**src/common/upfc_regs.vh**
```
// Purpose: Register offsets, field positions, reset values and codes
//          for the paged FIFO and flow-control block of one UART channel.
// Assumes: Byte-wide registers on a 3-bit register address.
// Notes:   Included by the design files; definitions only.
`ifndef UPFC_REGS_VH
`define UPFC_REGS_VH

// ----------------------------------------------------------------------
// Base page offsets
// ----------------------------------------------------------------------
`define UPFC_OFF_DATA 3'h0
`define UPFC_OFF_IER 3'h1
`define UPFC_OFF_FCR_ISR 3'h2
`define UPFC_OFF_LCR 3'h3
`define UPFC_OFF_MCR 3'h4
`define UPFC_OFF_LSR 3'h5
`define UPFC_OFF_MSR 3'h6
`define UPFC_OFF_SPR 3'h7

// ----------------------------------------------------------------------
// Alternate (flow) page offsets
// ----------------------------------------------------------------------
`define UPFC_OFF_TXCNT 3'h0
`define UPFC_OFF_RXCNT 3'h1
`define UPFC_OFF_FSR 3'h2
`define UPFC_OFF_IRQ_STAT 3'h5
`define UPFC_OFF_IRQ_MASK 3'h6

// ----------------------------------------------------------------------
// Extended page offsets
// ----------------------------------------------------------------------
`define UPFC_OFF_EFR 3'h2
`define UPFC_OFF_PSR 3'h4
`define UPFC_OFF_AFR 3'h0
`define UPFC_OFF_TTR 3'h5
`define UPFC_OFF_RTR 3'h6
`define UPFC_OFF_FUR 3'h7
`define UPFC_OFF_FLR 3'h1

// ----------------------------------------------------------------------
// Codes and field positions
// ----------------------------------------------------------------------
`define UPFC_LCR_EXT 8'hBF
`define UPFC_PSR_OPEN 8'hA5
`define UPFC_PSR_CLOSE 8'hA4
`define UPFC_AFR_256 8'h01
`define UPFC_FCR_EN 0
`define UPFC_LCR_DLAB 7
`define UPFC_MCR_XOFF 2
`define UPFC_MCR_ALT 6
`define UPFC_MCR_PRESC 7
`define UPFC_EFR_ENH 4
`define UPFC_EFR_SWTX 3
`define UPFC_EFR_ARTS 6

// ----------------------------------------------------------------------
// Reset values
// ----------------------------------------------------------------------
`define UPFC_RST_ZERO 8'h00
`define UPFC_RST_TRIG 8'h80
`define UPFC_RST_ISR 8'h01

// ----------------------------------------------------------------------
// Fixed 64-byte trigger levels
// ----------------------------------------------------------------------
`define UPFC_RX_T0 9'h008
`define UPFC_RX_T1 9'h010
`define UPFC_RX_T2 9'h038
`define UPFC_RX_T3 9'h03C
`define UPFC_TX_T0 9'h008
`define UPFC_TX_T1 9'h010
`define UPFC_TX_T2 9'h020
`define UPFC_TX_T3 9'h038

`endif

```
**src/logic/upfc_core.v**
```verilog
// Purpose: Paged register file for one UART channel's FIFO extensions.
// Assumes: One clock; count and fill inputs come from same-clock logic.
// Notes:   Serial framing and baud generation sit outside this block.
`timescale 1ns/100ps
`include "upfc_regs.vh"

module upfc_core
#(
    parameter CNT_W = 9 // Width of FIFO entry counts.
)
(
    ref_clk, // System clock, 100 MHz.
    rst_n, // Asynchronous reset, active low.
    reg_addr, // Register address.
    reg_wdata, // Write data.
    reg_wr, // Write strobe.
    reg_rd, // Read strobe.
    reg_rdata, // Read data, one cycle after strobe.
    tx_count, // TX FIFO entries.
    rx_count, // RX FIFO entries.
    flow_status, // Flow-control status bits.
    tx_empty, // TX FIFO empty.
    rx_full, // RX FIFO full.
    fifo_en, // FIFOs enabled.
    mode_256, // 256-byte mode active.
    tx_level, // Active TX trigger level.
    rx_level, // Active RX trigger level.
    flow_upper, // Upper flow threshold.
    flow_lower, // Lower flow threshold.
    xoff_resend, // Xoff re-transmission enable.
    presc_div4, // Prescaler divides by 4.
    base_wr, // Write to base register passed on.
    base_rd, // Read of base register passed on.
    base_rdata, // Data from base registers.
    irq // Level interrupt output.
);
    input wire ref_clk;
    input wire rst_n;
    input wire [2:0] reg_addr;
    input wire [7:0] reg_wdata;
    input wire reg_wr;
    input wire reg_rd;
    output reg [7:0] reg_rdata;
    input wire [CNT_W-1:0] tx_count;
    input wire [CNT_W-1:0] rx_count;
    input wire [7:0] flow_status;
    input wire tx_empty;
    input wire rx_full;
    output wire fifo_en;
    output wire mode_256;
    output wire [8:0] tx_level;
    output wire [8:0] rx_level;
    output wire [7:0] flow_upper;
    output wire [7:0] flow_lower;
    output wire xoff_resend;
    output wire presc_div4;
    output wire base_wr;
    output wire base_rd;
    input wire [7:0] base_rdata;
    output wire irq;

    // ------------------------------------------------------------------
    // Storage
    // ------------------------------------------------------------------
    reg [7:0] fcr_q; // FIFO control register.
    reg [7:0] lcr_q; // Line control register.
    reg [7:0] mcr_q; // Modem control register.
    reg [7:0] efr_q; // Enhanced feature register.
    reg page_open_q; // Extended page opened by page select.
    reg [7:0] afr_q; // FIFO mode register.
    reg [7:0] ttr_q; // TX trigger level register.
    reg [7:0] rtr_q; // RX trigger level register.
    reg [7:0] fur_q; // Upper threshold.
    reg [7:0] flr_q; // Lower threshold.
    reg [7:0] xon_q; // Xoff re-transmit enable register.
    reg [3:0] ists_q; // Sticky interrupt status.
    reg [3:0] imsk_q; // Interrupt mask.
    reg tx_trig_q; // Previous TX trigger state.
    reg rx_trig_q; // Previous RX trigger state.
    reg [7:0] rdata_d; // Next read data.
    wire tx_trig; // TX trigger condition.
    wire rx_trig; // RX trigger condition.
    wire [8:0] txc9; // TX count at nine bits.
    wire [8:0] rxc9; // RX count at nine bits.
    wire lcr_ext; // Line control holds the extended code.
    wire ext_sel; // Extended page selected.
    wire alt_sel; // Alternate flow page selected.
    wire wr_ext; // Write to the extended page.
    wire wr_alt; // Write to the alternate page.
    wire [3:0] ev; // Trigger edge pulses and empty/full levels.

    // Saturate a count to one byte for an 8-bit read.
    function [7:0] sat8;
        input [8:0] v;
        begin
            sat8 = v[8] ? 8'hFF : v[7:0];
        end
    endfunction

    assign txc9 = tx_count;
    assign rxc9 = rx_count;

    // ------------------------------------------------------------------
    // Page decode
    // ------------------------------------------------------------------
    // extended page gate
    assign lcr_ext = (lcr_q == `UPFC_LCR_EXT);
    assign ext_sel = lcr_ext && page_open_q;
    assign alt_sel = !lcr_q[`UPFC_LCR_DLAB] && mcr_q[`UPFC_MCR_ALT];
    assign wr_ext = reg_wr && ext_sel;
    assign wr_alt = reg_wr && alt_sel;
    assign base_wr = reg_wr && !lcr_ext && !alt_sel;
    assign base_rd = reg_rd && !lcr_ext && !alt_sel;

    assign fifo_en = fcr_q[`UPFC_FCR_EN];
    assign mode_256 = fifo_en && (afr_q == `UPFC_AFR_256);
    assign flow_upper = fur_q;
    // Lower threshold follows the RX trigger in 64-byte mode.
    assign flow_lower = mode_256 ? flr_q : rx_level[7:0];
    assign xoff_resend = xon_q[0];
    assign presc_div4 = mcr_q[`UPFC_MCR_PRESC];

    // ------------------------------------------------------------------
    // Trigger levels
    // ------------------------------------------------------------------
    upfc_level upfc_level_inst
    (
        .fcr_top(fcr_q[7:4]),
        .fifo_en(fifo_en),
        .mode_256(mode_256),
        .ttr_val(ttr_q),
        .rtr_val(rtr_q),
        .tx_count(txc9),
        .rx_count(rxc9),
        .tx_level(tx_level),
        .rx_level(rx_level),
        .tx_trig(tx_trig),
        .rx_trig(rx_trig)
    );

    // Rising-edge trigger events; 256 mode adds empty and full as levels.
    assign ev = {mode_256 && rx_full, mode_256 && tx_empty,
        rx_trig && !rx_trig_q, tx_trig && !tx_trig_q};

    // ------------------------------------------------------------------
    // Register writes
    // ------------------------------------------------------------------
    // Each process below updates on every edge; a write lands at the edge that ends its strobe cycle.
    always @(posedge ref_clk or negedge rst_n)
    begin
        if (!rst_n)
        begin
            fcr_q <= `UPFC_RST_ZERO;
            lcr_q <= `UPFC_RST_ZERO;
            mcr_q <= `UPFC_RST_ZERO;
            efr_q <= `UPFC_RST_ZERO;
            page_open_q <= 1'b0;
            afr_q <= `UPFC_RST_ZERO;
            ttr_q <= `UPFC_RST_TRIG;
            rtr_q <= `UPFC_RST_TRIG;
            fur_q <= `UPFC_RST_ZERO;
            flr_q <= `UPFC_RST_ZERO;
            xon_q <= `UPFC_RST_ZERO;
        end
        else
        begin
            // Line control is always reachable so the host can leave pages.
            if (reg_wr && reg_addr == `UPFC_OFF_LCR)
            begin
                lcr_q <= reg_wdata;
            end
            // Modem control stays reachable on every non-extended page.
            if (reg_wr && !lcr_ext && reg_addr == `UPFC_OFF_MCR)
            begin
                if (efr_q[`UPFC_EFR_ENH])
                begin
                    mcr_q <= reg_wdata;
                end
                else
                begin
                    mcr_q <= {mcr_q[7], reg_wdata[6:0]};
                end
                if (alt_sel && reg_wdata[`UPFC_MCR_ALT])
                begin
                    xon_q <= {7'h00, reg_wdata[`UPFC_MCR_XOFF]};
                end
            end
            if (base_wr && reg_addr == `UPFC_OFF_FCR_ISR)
            begin
                fcr_q <= reg_wdata;
            end
            if (reg_wr && lcr_ext)
            begin
                if (reg_addr == `UPFC_OFF_PSR)
                begin
                    if (reg_wdata == `UPFC_PSR_OPEN)
                    begin
                        page_open_q <= 1'b1;
                    end
                    else if (reg_wdata == `UPFC_PSR_CLOSE)
                    begin
                        page_open_q <= 1'b0;
                    end
                end
                else if (!page_open_q && reg_addr == `UPFC_OFF_EFR)
                begin
                    efr_q <= reg_wdata;
                end
            end
            if (wr_ext)
            begin
                case (reg_addr)
                    `UPFC_OFF_AFR: afr_q <= reg_wdata;
                    `UPFC_OFF_TTR: ttr_q <= reg_wdata;
                    `UPFC_OFF_RTR: rtr_q <= reg_wdata;
                    `UPFC_OFF_FUR: fur_q <= reg_wdata;
                    `UPFC_OFF_FLR:
                    begin
                        if (mode_256 && (efr_q[`UPFC_EFR_SWTX] ||
                            efr_q[`UPFC_EFR_ARTS]) && reg_wdata < fur_q)
                        begin
                            flr_q <= reg_wdata;
                        end
                    end
                    default:
                    begin
                        flr_q <= flr_q;
                    end
                endcase
            end
        end
    end

    // ------------------------------------------------------------------
    // Interrupt status and mask
    // ------------------------------------------------------------------
    // A new event beats a write-one clear in the same cycle.
    always @(posedge ref_clk or negedge rst_n)
    begin
        if (!rst_n)
        begin
            ists_q <= 4'h0;
            imsk_q <= 4'h0;
            tx_trig_q <= 1'b0;
            rx_trig_q <= 1'b0;
        end
        else
        begin
            tx_trig_q <= tx_trig;
            rx_trig_q <= rx_trig;
            if (wr_alt && reg_addr == `UPFC_OFF_IRQ_STAT)
            begin
                ists_q <= (ists_q & ~reg_wdata[3:0]) | ev;
            end
            else
            begin
                ists_q <= ists_q | ev;
            end
            if (wr_alt && reg_addr == `UPFC_OFF_IRQ_MASK)
            begin
                imsk_q <= reg_wdata[3:0];
            end
        end
    end

    assign irq = |(ists_q & imsk_q);

    // ------------------------------------------------------------------
    // Read mux
    // ------------------------------------------------------------------
    // Reads cause no side effects here; data lands one cycle later.
    always @*
    begin
        rdata_d = 8'h00;
        if (reg_rd && reg_addr == `UPFC_OFF_LCR)
        begin
            rdata_d = lcr_q;
        end
        else if (reg_rd && ext_sel)
        begin
            case (reg_addr)
                `UPFC_OFF_AFR: rdata_d = afr_q;
                `UPFC_OFF_TTR: rdata_d = ttr_q;
                `UPFC_OFF_RTR: rdata_d = rtr_q;
                `UPFC_OFF_FUR: rdata_d = fur_q;
                `UPFC_OFF_FLR: rdata_d = flow_lower;
                `UPFC_OFF_PSR: rdata_d = `UPFC_PSR_OPEN;
                default: rdata_d = 8'h00;
            endcase
        end
        else if (reg_rd && lcr_ext)
        begin
            case (reg_addr)
                `UPFC_OFF_EFR: rdata_d = efr_q;
                `UPFC_OFF_PSR: rdata_d = `UPFC_PSR_CLOSE;
                default: rdata_d = 8'h00;
            endcase
        end
        else if (reg_rd && alt_sel)
        begin
            case (reg_addr)
                `UPFC_OFF_TXCNT: rdata_d = sat8(txc9);
                `UPFC_OFF_RXCNT: rdata_d = sat8(rxc9);
                `UPFC_OFF_FSR: rdata_d = flow_status;
                `UPFC_OFF_MCR: rdata_d = mcr_q;
                `UPFC_OFF_IRQ_STAT: rdata_d = {4'h0, ists_q};
                `UPFC_OFF_IRQ_MASK: rdata_d = {4'h0, imsk_q};
                default: rdata_d = 8'h00;
            endcase
        end
        else if (reg_rd && reg_addr == `UPFC_OFF_MCR)
        begin
            rdata_d = mcr_q;
        end
        else if (reg_rd && reg_addr == `UPFC_OFF_FCR_ISR)
        begin
            rdata_d = base_rdata;
            if (mode_256)
            begin
                rdata_d[7] = tx_empty;
                rdata_d[6] = rx_full;
            end
        end
        else if (reg_rd)
        begin
            rdata_d = base_rdata;
        end
    end

    // Read data is held only for the cycle after the strobe.
    always @(posedge ref_clk or negedge rst_n)
    begin
        if (!rst_n)
        begin
            reg_rdata <= 8'h00;
        end
        else
        begin
            reg_rdata <= rdata_d;
        end
    end
endmodule

```
**src/logic/upfc_level.v**
```verilog
// Purpose: Selects the active trigger levels and flags fills at or past them.
// Assumes: Counts and levels are in FIFO entries on one clock.
// Notes:   Purely combinational; the caller registers what it needs.
`timescale 1ns/100ps
`include "upfc_regs.vh"

module upfc_level
(
    fcr_top, // FIFO control bits 7:4.
    fifo_en, // FIFO enable bit.
    mode_256, // 256-byte mode selected.
    ttr_val, // Programmed TX trigger.
    rtr_val, // Programmed RX trigger.
    tx_count, // TX FIFO fill level.
    rx_count, // RX FIFO fill level.
    tx_level, // Active TX trigger level.
    rx_level, // Active RX trigger level.
    tx_trig, // TX fill at or below level.
    rx_trig // RX fill at or above level.
);
    input wire [3:0] fcr_top;
    input wire fifo_en;
    input wire mode_256;
    input wire [7:0] ttr_val;
    input wire [7:0] rtr_val;
    input wire [8:0] tx_count;
    input wire [8:0] rx_count;
    output reg [8:0] tx_level;
    output reg [8:0] rx_level;
    output wire tx_trig;
    output wire rx_trig;

    // ------------------------------------------------------------------
    // Level selection
    // ------------------------------------------------------------------
    // Fixed encodings serve 64-byte mode; programmed values in 256 mode.
    always @*
    begin
        case (fcr_top[3:2])
            2'b00: rx_level = `UPFC_RX_T0;
            2'b01: rx_level = `UPFC_RX_T1;
            2'b10: rx_level = `UPFC_RX_T2;
            default: rx_level = `UPFC_RX_T3;
        endcase
        case (fcr_top[1:0])
            2'b00: tx_level = `UPFC_TX_T0;
            2'b01: tx_level = `UPFC_TX_T1;
            2'b10: tx_level = `UPFC_TX_T2;
            default: tx_level = `UPFC_TX_T3;
        endcase
        if (mode_256)
        begin
            tx_level = {1'b0, ttr_val};
            rx_level = {1'b0, rtr_val};
        end
    end

    assign tx_trig = fifo_en && (tx_count <= tx_level);
    assign rx_trig = fifo_en && (rx_count >= rx_level);
endmodule
```
**config.mk**
```make
export PLATFORM = sky130hd
export DESIGN_NAME = upfc_core
export DESIGN_NICKNAME = d
export VERILOG_FILES = /design/src/logic/upfc_core.v /design/src/logic/upfc_level.v
export VERILOG_INCLUDE_DIRS = /design/src /design/src/common
export SDC_FILE = /design/constraint.sdc
export NUM_CORES = 1
export LEC_CHECK = 0
export BUFFER_PORTS_ARGS = -buffer_cell sky130_fd_sc_hd__buf_2
export CAP_MARGIN = 20
export CORE_ASPECT_RATIO = 0.6
export CORE_MARGIN = 4
export CORE_UTILIZATION = 37
export DETAILED_ROUTE_END_ITERATION = 10
export GPL_TIMING_DRIVEN = 0
export PLACE_DENSITY = 0.63
export SLEW_MARGIN = 40
export SYNTH_ARGS = -nofsm -noshare
export SYNTH_HDL_FRONTEND = slang
export SYNTH_SLANG_ARGS = --single-unit
```
**constraint.sdc**
```tcl
create_clock -name ref_clk -period 3.4 [get_ports ref_clk]
set_clock_uncertainty 0.05 [all_clocks]
set_input_delay 0.68 -clock ref_clk [delete_from_list [all_inputs] [get_ports ref_clk]]
set_output_delay 0.68 -clock ref_clk [all_outputs]
set_load 0.01 [all_outputs]
```
==> results.json, run 1 <==
{
  "ioPinCount": 100,
  "hp-class": "input port to asynchronous set/reset pin",
  "avgViaCountPerCell": 5.78,
  "rows": 34,
  "timing.critical_path.to_type": "flip-flop",
  "grt_max_degree": 58,
  "tritoncts": "yes",
  "vdd_drop_max_mv": 0.223,
  "total_leakage_power_nw": 3.26,
  "worstPathCellList": "nor4_4 -> nand3_4 -> inv_2 -> buf_4 -> buf_2 -> nand2_1 -> ha_1 -> a21o_1 -> a21o_1 -> a211oi_1 -> o21a_1 -> a21oi_2 -> o41ai_1",
  "maxClockFrequency_ghz": 0.313,
  "post-route-min-period_ns": 3.20,
  "regArea_um2": 2230,
  "slew-limit-headroom_pct": 47.4,
  "holdBufCountCts": 0,
  "worstSetupPathType": "flip-flop to flip-flop",
  "timing.reg2reg.worst_path_depth": 13,
  "multi_input_gate_area_um2": 2990,
  "syn_area_um2": 5510,
  "commonest_cells_after_routing_fill_and_taps_aside": "sky130_fd_sc_hd__buf_2 (107), sky130_fd_sc_hd__dfrtp_1 (87), sky130_fd_sc_hd__mux2_2 (70)",
  "grt_use_total_pct": 23.7,
  "synth_warnings": 0,
  "final_estimated_routing_congestion_in_global_placement": 0.962,
  "max_cap_viol_count": 0,
  "drt.antenna.violating_nets": 0,
  "ys_async_sr_fraction_pct": 100,
  "synth_sequential_area_ratio_pct": 40.5,
  "most_frequent_cell_on_the_critical_path": "sky130_fd_sc_hd__a21o_1",
  "hold_viol_final": 0,
  "synth_enable_flop_cells": 0,
  "run_status": "completed",
  "worst_case_clock_buffer_depth": 2,
  "post_route_cells_drive_above_1_share_pct": 32.3,
  "synth_ff_type": "sky130_fd_sc_hd__dfrtp_1",
  "startpoint_class_of_the_critical_path": "flip-flop",
  "syn_inst": 564,
  "numCtsBuffers": 9,
  "cts.clk_slew.worst_paths_ns": 0.07,
  "clock_sink_count": 89,
  "final_common_cell": "sky130_fd_sc_hd__buf_2",
  "finalCoreUtilization_pct": 45.3,
  "detailedRoute.firstPassIterationCount": 6,
  "floorplan.initialDensity_pct": 37.9,
  "clock_insertion_delay_worst_skew_ns": 0.34,
  "report.final.setup_viol": 0,
  "antenna-diode-count": 0,
  "clock-root-buffer": "sky130_fd_sc_hd__clkbuf_16",
  "power_density_nw_per_um2": 459,
  "floorplan.core_area_um2": 14500,
  "drt-total-wl_um": 19700,
  "design_area_um2": 6590,
  "areaGrowthSynthToFinish_pct": 19.6,
  "worstPathMaxFanout": 10,
  "grt_first_pass_wirelength_um": 29800,
  "die-height_um": 103,
  "postCtsSetupRepairBufs": 0,
  "slowest_delay_ns": 0.43,
  "numPlacedInstances": 857,
  "worst_r2r_startpoint": "afr_q[7]",
  "finalMaxSlewViolations": 0,
  "syn-mean-instance-area_um2": 9.77,
  "required_ns": 3.59,
  "drc": 0,
  "routed_wire_length_per_instance_um": 22.5,
  "number_of_global_route_vias_before_repair": 4964,
  "synth.lib_cells_used.distinct": 65,
  "cts-htree-levels": 3,
  "crit_path_top_delay_cell": "sky130_fd_sc_hd__dfrtp_1",
  "globalRouteOverflowTotal": 0,
  "tightest_slew_ns": 0.789,
  "routed-via-count": 5043,
  "port_buffers": 93,
  "final_nets": 746,
  "number_of_antenna_violations_at_the_first_check_in_global_routing": 0,
  "reg2reg_setup_slack_ns": 0.20,
  "cell_count_final_fillers_out": 873,
  "num-fill-cells": 1419,
  "placed_area_um2": 6260,
  "fin_crit_sh_pct": 94.1,
  "arrival_ns": 3.39,
  "total_die_area_um2": 17000,
  "ys_seq_elements": 89,
  "crit-reg2reg-capture": "ists_q[0]",
  "die_w_um": 166,
  "post-dp-hpwl_um": 15300,
  "initialDrtViolationCount": 592
}
-- synth_stat cells, types with 3 or more instances --
cell type	number	area share, %
sky130_fd_sc_hd__nor3_1	8	0.73
sky130_fd_sc_hd__nand2_1	66	4.5
sky130_fd_sc_hd__o32a_1	3	0.54
sky130_fd_sc_hd__nor2_2	3	0.34
sky130_fd_sc_hd__a221oi_1	5	0.79
sky130_fd_sc_hd__nor2b_1	9	1.0
sky130_fd_sc_hd__buf_4	8	1.1
sky130_fd_sc_hd__inv_1	32	2.2
sky130_fd_sc_hd__a211oi_1	6	0.82
sky130_fd_sc_hd__and2_1	8	0.91
sky130_fd_sc_hd__nor2_1	29	2.0
sky130_fd_sc_hd__clkbuf_1	13	0.89
sky130_fd_sc_hd__dfrtp_1	87	40
sky130_fd_sc_hd__mux2_2	70	14
sky130_fd_sc_hd__a22o_1	5	0.79
sky130_fd_sc_hd__o311ai_0	3	0.48
sky130_fd_sc_hd__mux2i_1	9	1.6
sky130_fd_sc_hd__ha_1	25	5.7
sky130_fd_sc_hd__a31oi_1	4	0.45
sky130_fd_sc_hd__a21o_1	11	1.5
sky130_fd_sc_hd__and3_1	6	0.68
sky130_fd_sc_hd__o21ai_0	28	2.5
sky130_fd_sc_hd__o22ai_1	7	0.79
sky130_fd_sc_hd__nand2b_1	5	0.57
sky130_fd_sc_hd__a22oi_1	3	0.41
sky130_fd_sc_hd__o22a_1	3	0.48
sky130_fd_sc_hd__nand4_1	4	0.45
sky130_fd_sc_hd__nand3_1	8	0.73
sky130_fd_sc_hd__a21oi_1	29	2.6
sky130_fd_sc_hd__buf_2	16	1.5
-- per-layer routing --
metal	vias to the layer above	share of wire, %	GRT usage, %
met5	-	0	0
met4	0	1.3	4.50
met3	36	10	7.23
met2	266	42	35.0
met1	2504	47	34.7
li1	2237	-	-
-- worst max path at each step --
stage	startpoint	endpoint	slack, ns	depth (start not counted)
floorplan	afr_q[3]	ists_q[0]	0.61	13
global placement	afr_q[1]	ists_q[0]	0.07	15
detailed placement	afr_q[1]	ists_q[0]	0.03	15
CTS	afr_q[2]	ists_q[0]	0.005	15
global route	afr_q[7]	ists_q[0]	-0.007	13
finish	afr_q[7]	ists_q[0]	0.20	13
-- critical path: cells and delay by family, from the launching register on --
kind	cells	cell delay, ns
buffers and inverters	3	0.51
and+or+nand+nor	3	0.70
DFF	1	0.43
adders and majority gates	1	0.31
AOI/OAI and AO/OA	6	1.09
-- state kept, by name, summed over array words and instances (netlist names) --
name,count
afr_q,8
efr_q,8
flow_upper,8
flr_q,8
lcr_q,8
mcr_q,8
reg_rdata,8
rtr_q,8
ttr_q,8
fcr_q,5
imsk_q,4
ists_q,4
page_open_q,1
rx_trig_q,1
tx_trig_q,1
xon_q,1
-- where the power goes --
part | switching, mW | internal (mW) | total, mW
logic | 0.421 | 0.293 | 0.714
registers | 0.0841 | 1.16 | 1.24
clock network | 0.423 | 0.646 | 1.07
total | 0.928 | 2.10 | 3.02
-- final cells by class --
cell class                      instances  share of cell area (%)
Multi-Input combinational cell        406                    45.4
Buffer                                 37                    2.91
Sequential cell                        89                    33.8
Clock buffer                           13                    3.65
Tap cell                              198                    3.76
Inverter                               33                    1.88
Clock inverter                          3                    1.03
Timing Repair Buffer                   94                    7.58
-- stage by stage --
step	worst slack, ns	hold WS, ns	setup TNS (ns)	total power, mW
floorplan	0.607	0.334	0	1.65
global placement	0.0674	0.369	0	1.94
detailed placement	0.0271	0.367	0	1.96
CTS	0.00520	0.167	0	3.03
global route	-0.00724	0.175	-0.00724	3.17
finish	0.202	0.159	0	3.02
-- cells by family (layout without fill, tap and decap cells) --
family,after synthesis,count (layout),synth area share [%]
and+or+nand+nor,169,169,16.2
AOI/OAI and AO/OA,131,131,16.0
DFF,89,89,40.5
muxes,79,79,15.9
buffers and inverters,70,180,5.68
adders and majority gates,25,25,5.68
other,1,2,0.0681
-- repair_timing --
| item | 4_1_cts | 5_1_grt |
|---|---|---|
| setup endpoints to repair | 0 | 3 |
| endpoints found under the hold margin | 0 | 0 |
| gates resized for setup | 0 | 5 |
No activity file was read; power rests on OpenSTA's default activity.
==> run 2: changes to the inputs <==
PLACE_DENSITY = 0.65   (was 0.63)
clock period = 2.6 ns   (was 3.4 ns; I/O delays follow)
==> run 2 against run 1 <==
The flow now finishes with violations (negative setup slack). Highest routed layer unchanged. Register-to-register slack worse by 0.32 ns. Die area unchanged. Largest cell class unchanged. Routed wire length up 6.7%. Non-clock buffer count up 19. Global-route usage up 1.2 points. Core utilization up 2.9 points. Critical path type is now flip-flop to output port. Final cell count up 2.2%.
==> results.json, run 2 (synthesized netlist as in run 1, its figures left out) <==
{
  "rows": 34,
  "hp-class": "input port to flip-flop",
  "rsz0062_at_grt": "yes",
  "drt.antenna.violating_nets": 0,
  "design_area_um2": 7010,
  "multi_input_gate_area_um2": 3180,
  "cts-htree-levels": 3,
  "report.final.setup_viol": 22,
  "die_w_um": 166,
  "numCtsBuffers": 9,
  "cell_count_final_fillers_out": 892,
  "worstPathCellList": "nor4_4 -> nand3_4 -> inv_4 -> buf_12 -> buf_8 -> buf_2 -> and2_4 -> buf_2",
  "power_density_nw_per_um2": 585,
  "run_status": "complete, but fails checks",
  "violations": "negative setup slack",
  "areaGrowthSynthToFinish_pct": 27.3,
  "maxClockFrequency_ghz": 0.365,
  "post-route-min-period_ns": 2.74,
  "commonest_cells_after_routing_fill_and_taps_aside": "sky130_fd_sc_hd__buf_2 (102), sky130_fd_sc_hd__dfrtp_1 (86), sky130_fd_sc_hd__mux2_2 (70)",
  "setup_tns_ns": -1.18,
  "routed-via-count": 5212,
  "dp_slack_ns": -0.463,
  "final.setup.worst_slack_ns": -0.139,
  "vdd_drop_max_mv": 0.292,
  "antenna-diode-count": 0,
  "final_estimated_routing_congestion_in_global_placement": 1.03,
  "tightest_slew_ns": 0.857,
  "finalCoreUtilization_pct": 48.2,
  "detailedRoute.firstPassIterationCount": 5,
  "crit_path_top_delay_cell": "sky130_fd_sc_hd__dfrtp_1",
  "final_nets": 765,
  "clock_sink_count": 89,
  "drt-total-wl_um": 21000,
  "total_leakage_power_nw": 3.43,
  "worstSetupPathType": "flip-flop to output port",
  "routed_wire_length_per_instance_um": 23.5,
  "initialDrtViolationCount": 583,
  "post_route_cells_drive_above_1_share_pct": 39.9,
  "cts.clk_slew.worst_paths_ns": 0.07,
  "placed_area_um2": 6320,
  "grt_first_pass_wirelength_um": 30900,
  "arrival_ns": 2.17,
  "grt_use_total_pct": 24.9,
  "num-fill-cells": 1412,
  "max_cap_viol_count": 0,
  "timing.critical_path.to_type": "output port",
  "drc": 0,
  "clock_insertion_delay_worst_skew_ns": 0.35,
  "post-dp-hpwl_um": 16100,
  "clock-root-buffer": "sky130_fd_sc_hd__clkbuf_16",
  "required_ns": 2.03,
  "floorplan.core_area_um2": 14500,
  "regArea_um2": 2230,
  "number_of_antenna_violations_at_the_first_check_in_global_routing": 0,
  "holdWs_ns": 0.390,
  "tritoncts": "yes",
  "finalMaxSlewViolations": 0,
  "hold_viol_final": 0,
  "avgViaCountPerCell": 5.84,
  "total_die_area_um2": 17000,
  "numPlacedInstances": 857,
  "fin_crit_sh_pct": 105,
  "final_common_cell": "sky130_fd_sc_hd__buf_2",
  "most_frequent_cell_on_the_critical_path": "sky130_fd_sc_hd__buf_2",
  "startpoint_class_of_the_critical_path": "flip-flop",
  "floorplan.initialDensity_pct": 37.9,
  "worst_case_clock_buffer_depth": 2,
  "worstPathMaxFanout": 6,
  "die-height_um": 103,
  "ioPinCount": 100,
  "grt_max_degree": 62,
  "total_power_mw": 4.10,
  "slowest_delay_ns": 0.42,
  "slew-limit-headroom_pct": 42.8,
  "globalRouteOverflowTotal": 0,
  "number_of_global_route_vias_before_repair": 5110,
  "port_buffers": 93
}
[run 2: changes by cell type in the layout (fill, tap and decap cells not counted), moves of 5 or more]
cell and change:
sky130_fd_sc_hd__buf_6 +6, sky130_fd_sc_hd__and2_4 +6, sky130_fd_sc_hd__nand2_2 +7, sky130_fd_sc_hd__buf_4 +13, sky130_fd_sc_hd__and2_1 -6, sky130_fd_sc_hd__buf_2 -5
sky130_fd_sc_hd__nand2_1 -10
[run 2: metal layers]
layer  vias up  share of wire (%)  global-route usage, %
met5         -                  0                      0
met4         0               0.84                   4.25
met3        23                 13                   9.39
met2       314                 39                   33.6
met1      2598                 47                   38.2
li1       2277                  -                      -
[run 2: cell type report]
type                    instances  area share, %
clock buffers                   9           3.21
well taps                     198           3.53
repair buffers                113           9.76
flip-flops and latches         89           31.8
clock inverters                 7           1.30
plain buffers                  37           3.23
multi-input cells             406           45.4
inverters                      33           1.80
[run 2: critical path, delay by kind of cell (launching register included)]
kind | cells | cell delay [ns]
flops | 1 | 0.42
buf+inv | 5 | 0.64
simple gates | 3 | 0.73
[run 2: worst paths after layout]
path	slack, ns	depth (start not counted)	startpoint	end
min in group asynchronous	0.55	2	rst_n	reg_rdata[2]
setup / recovery	-0.14	8	afr_q[3]	tx_level[0]
hold / removal	0.39	2	reg_wdata[0]	flow_upper[0]
hold reg to reg	0.40	1	tx_trig_q	ists_q[0]
setup reg to reg	-0.12	13	afr_q[3]	ists_q[0]
max in group asynchronous	1.30	3	rst_n	rtr_q[7]
[run 2: power breakdown]
part,switching (mW),total [mW],internal [mW]
registers,0.120,1.63,1.51
logic,0.623,1.09,0.465
clock network,0.615,1.38,0.765
total,1.36,4.10,2.74
[run 2: timing repair]
action / 4_1_cts / 5_1_grt
hold endpoints to repair: 28 / 0
pin swaps: 12 / 8
buffers inserted: 14 / 5
hold buffers: 1 / 0
setup endpoints to repair: 27 / 24
gates resized for setup: 37 / 23
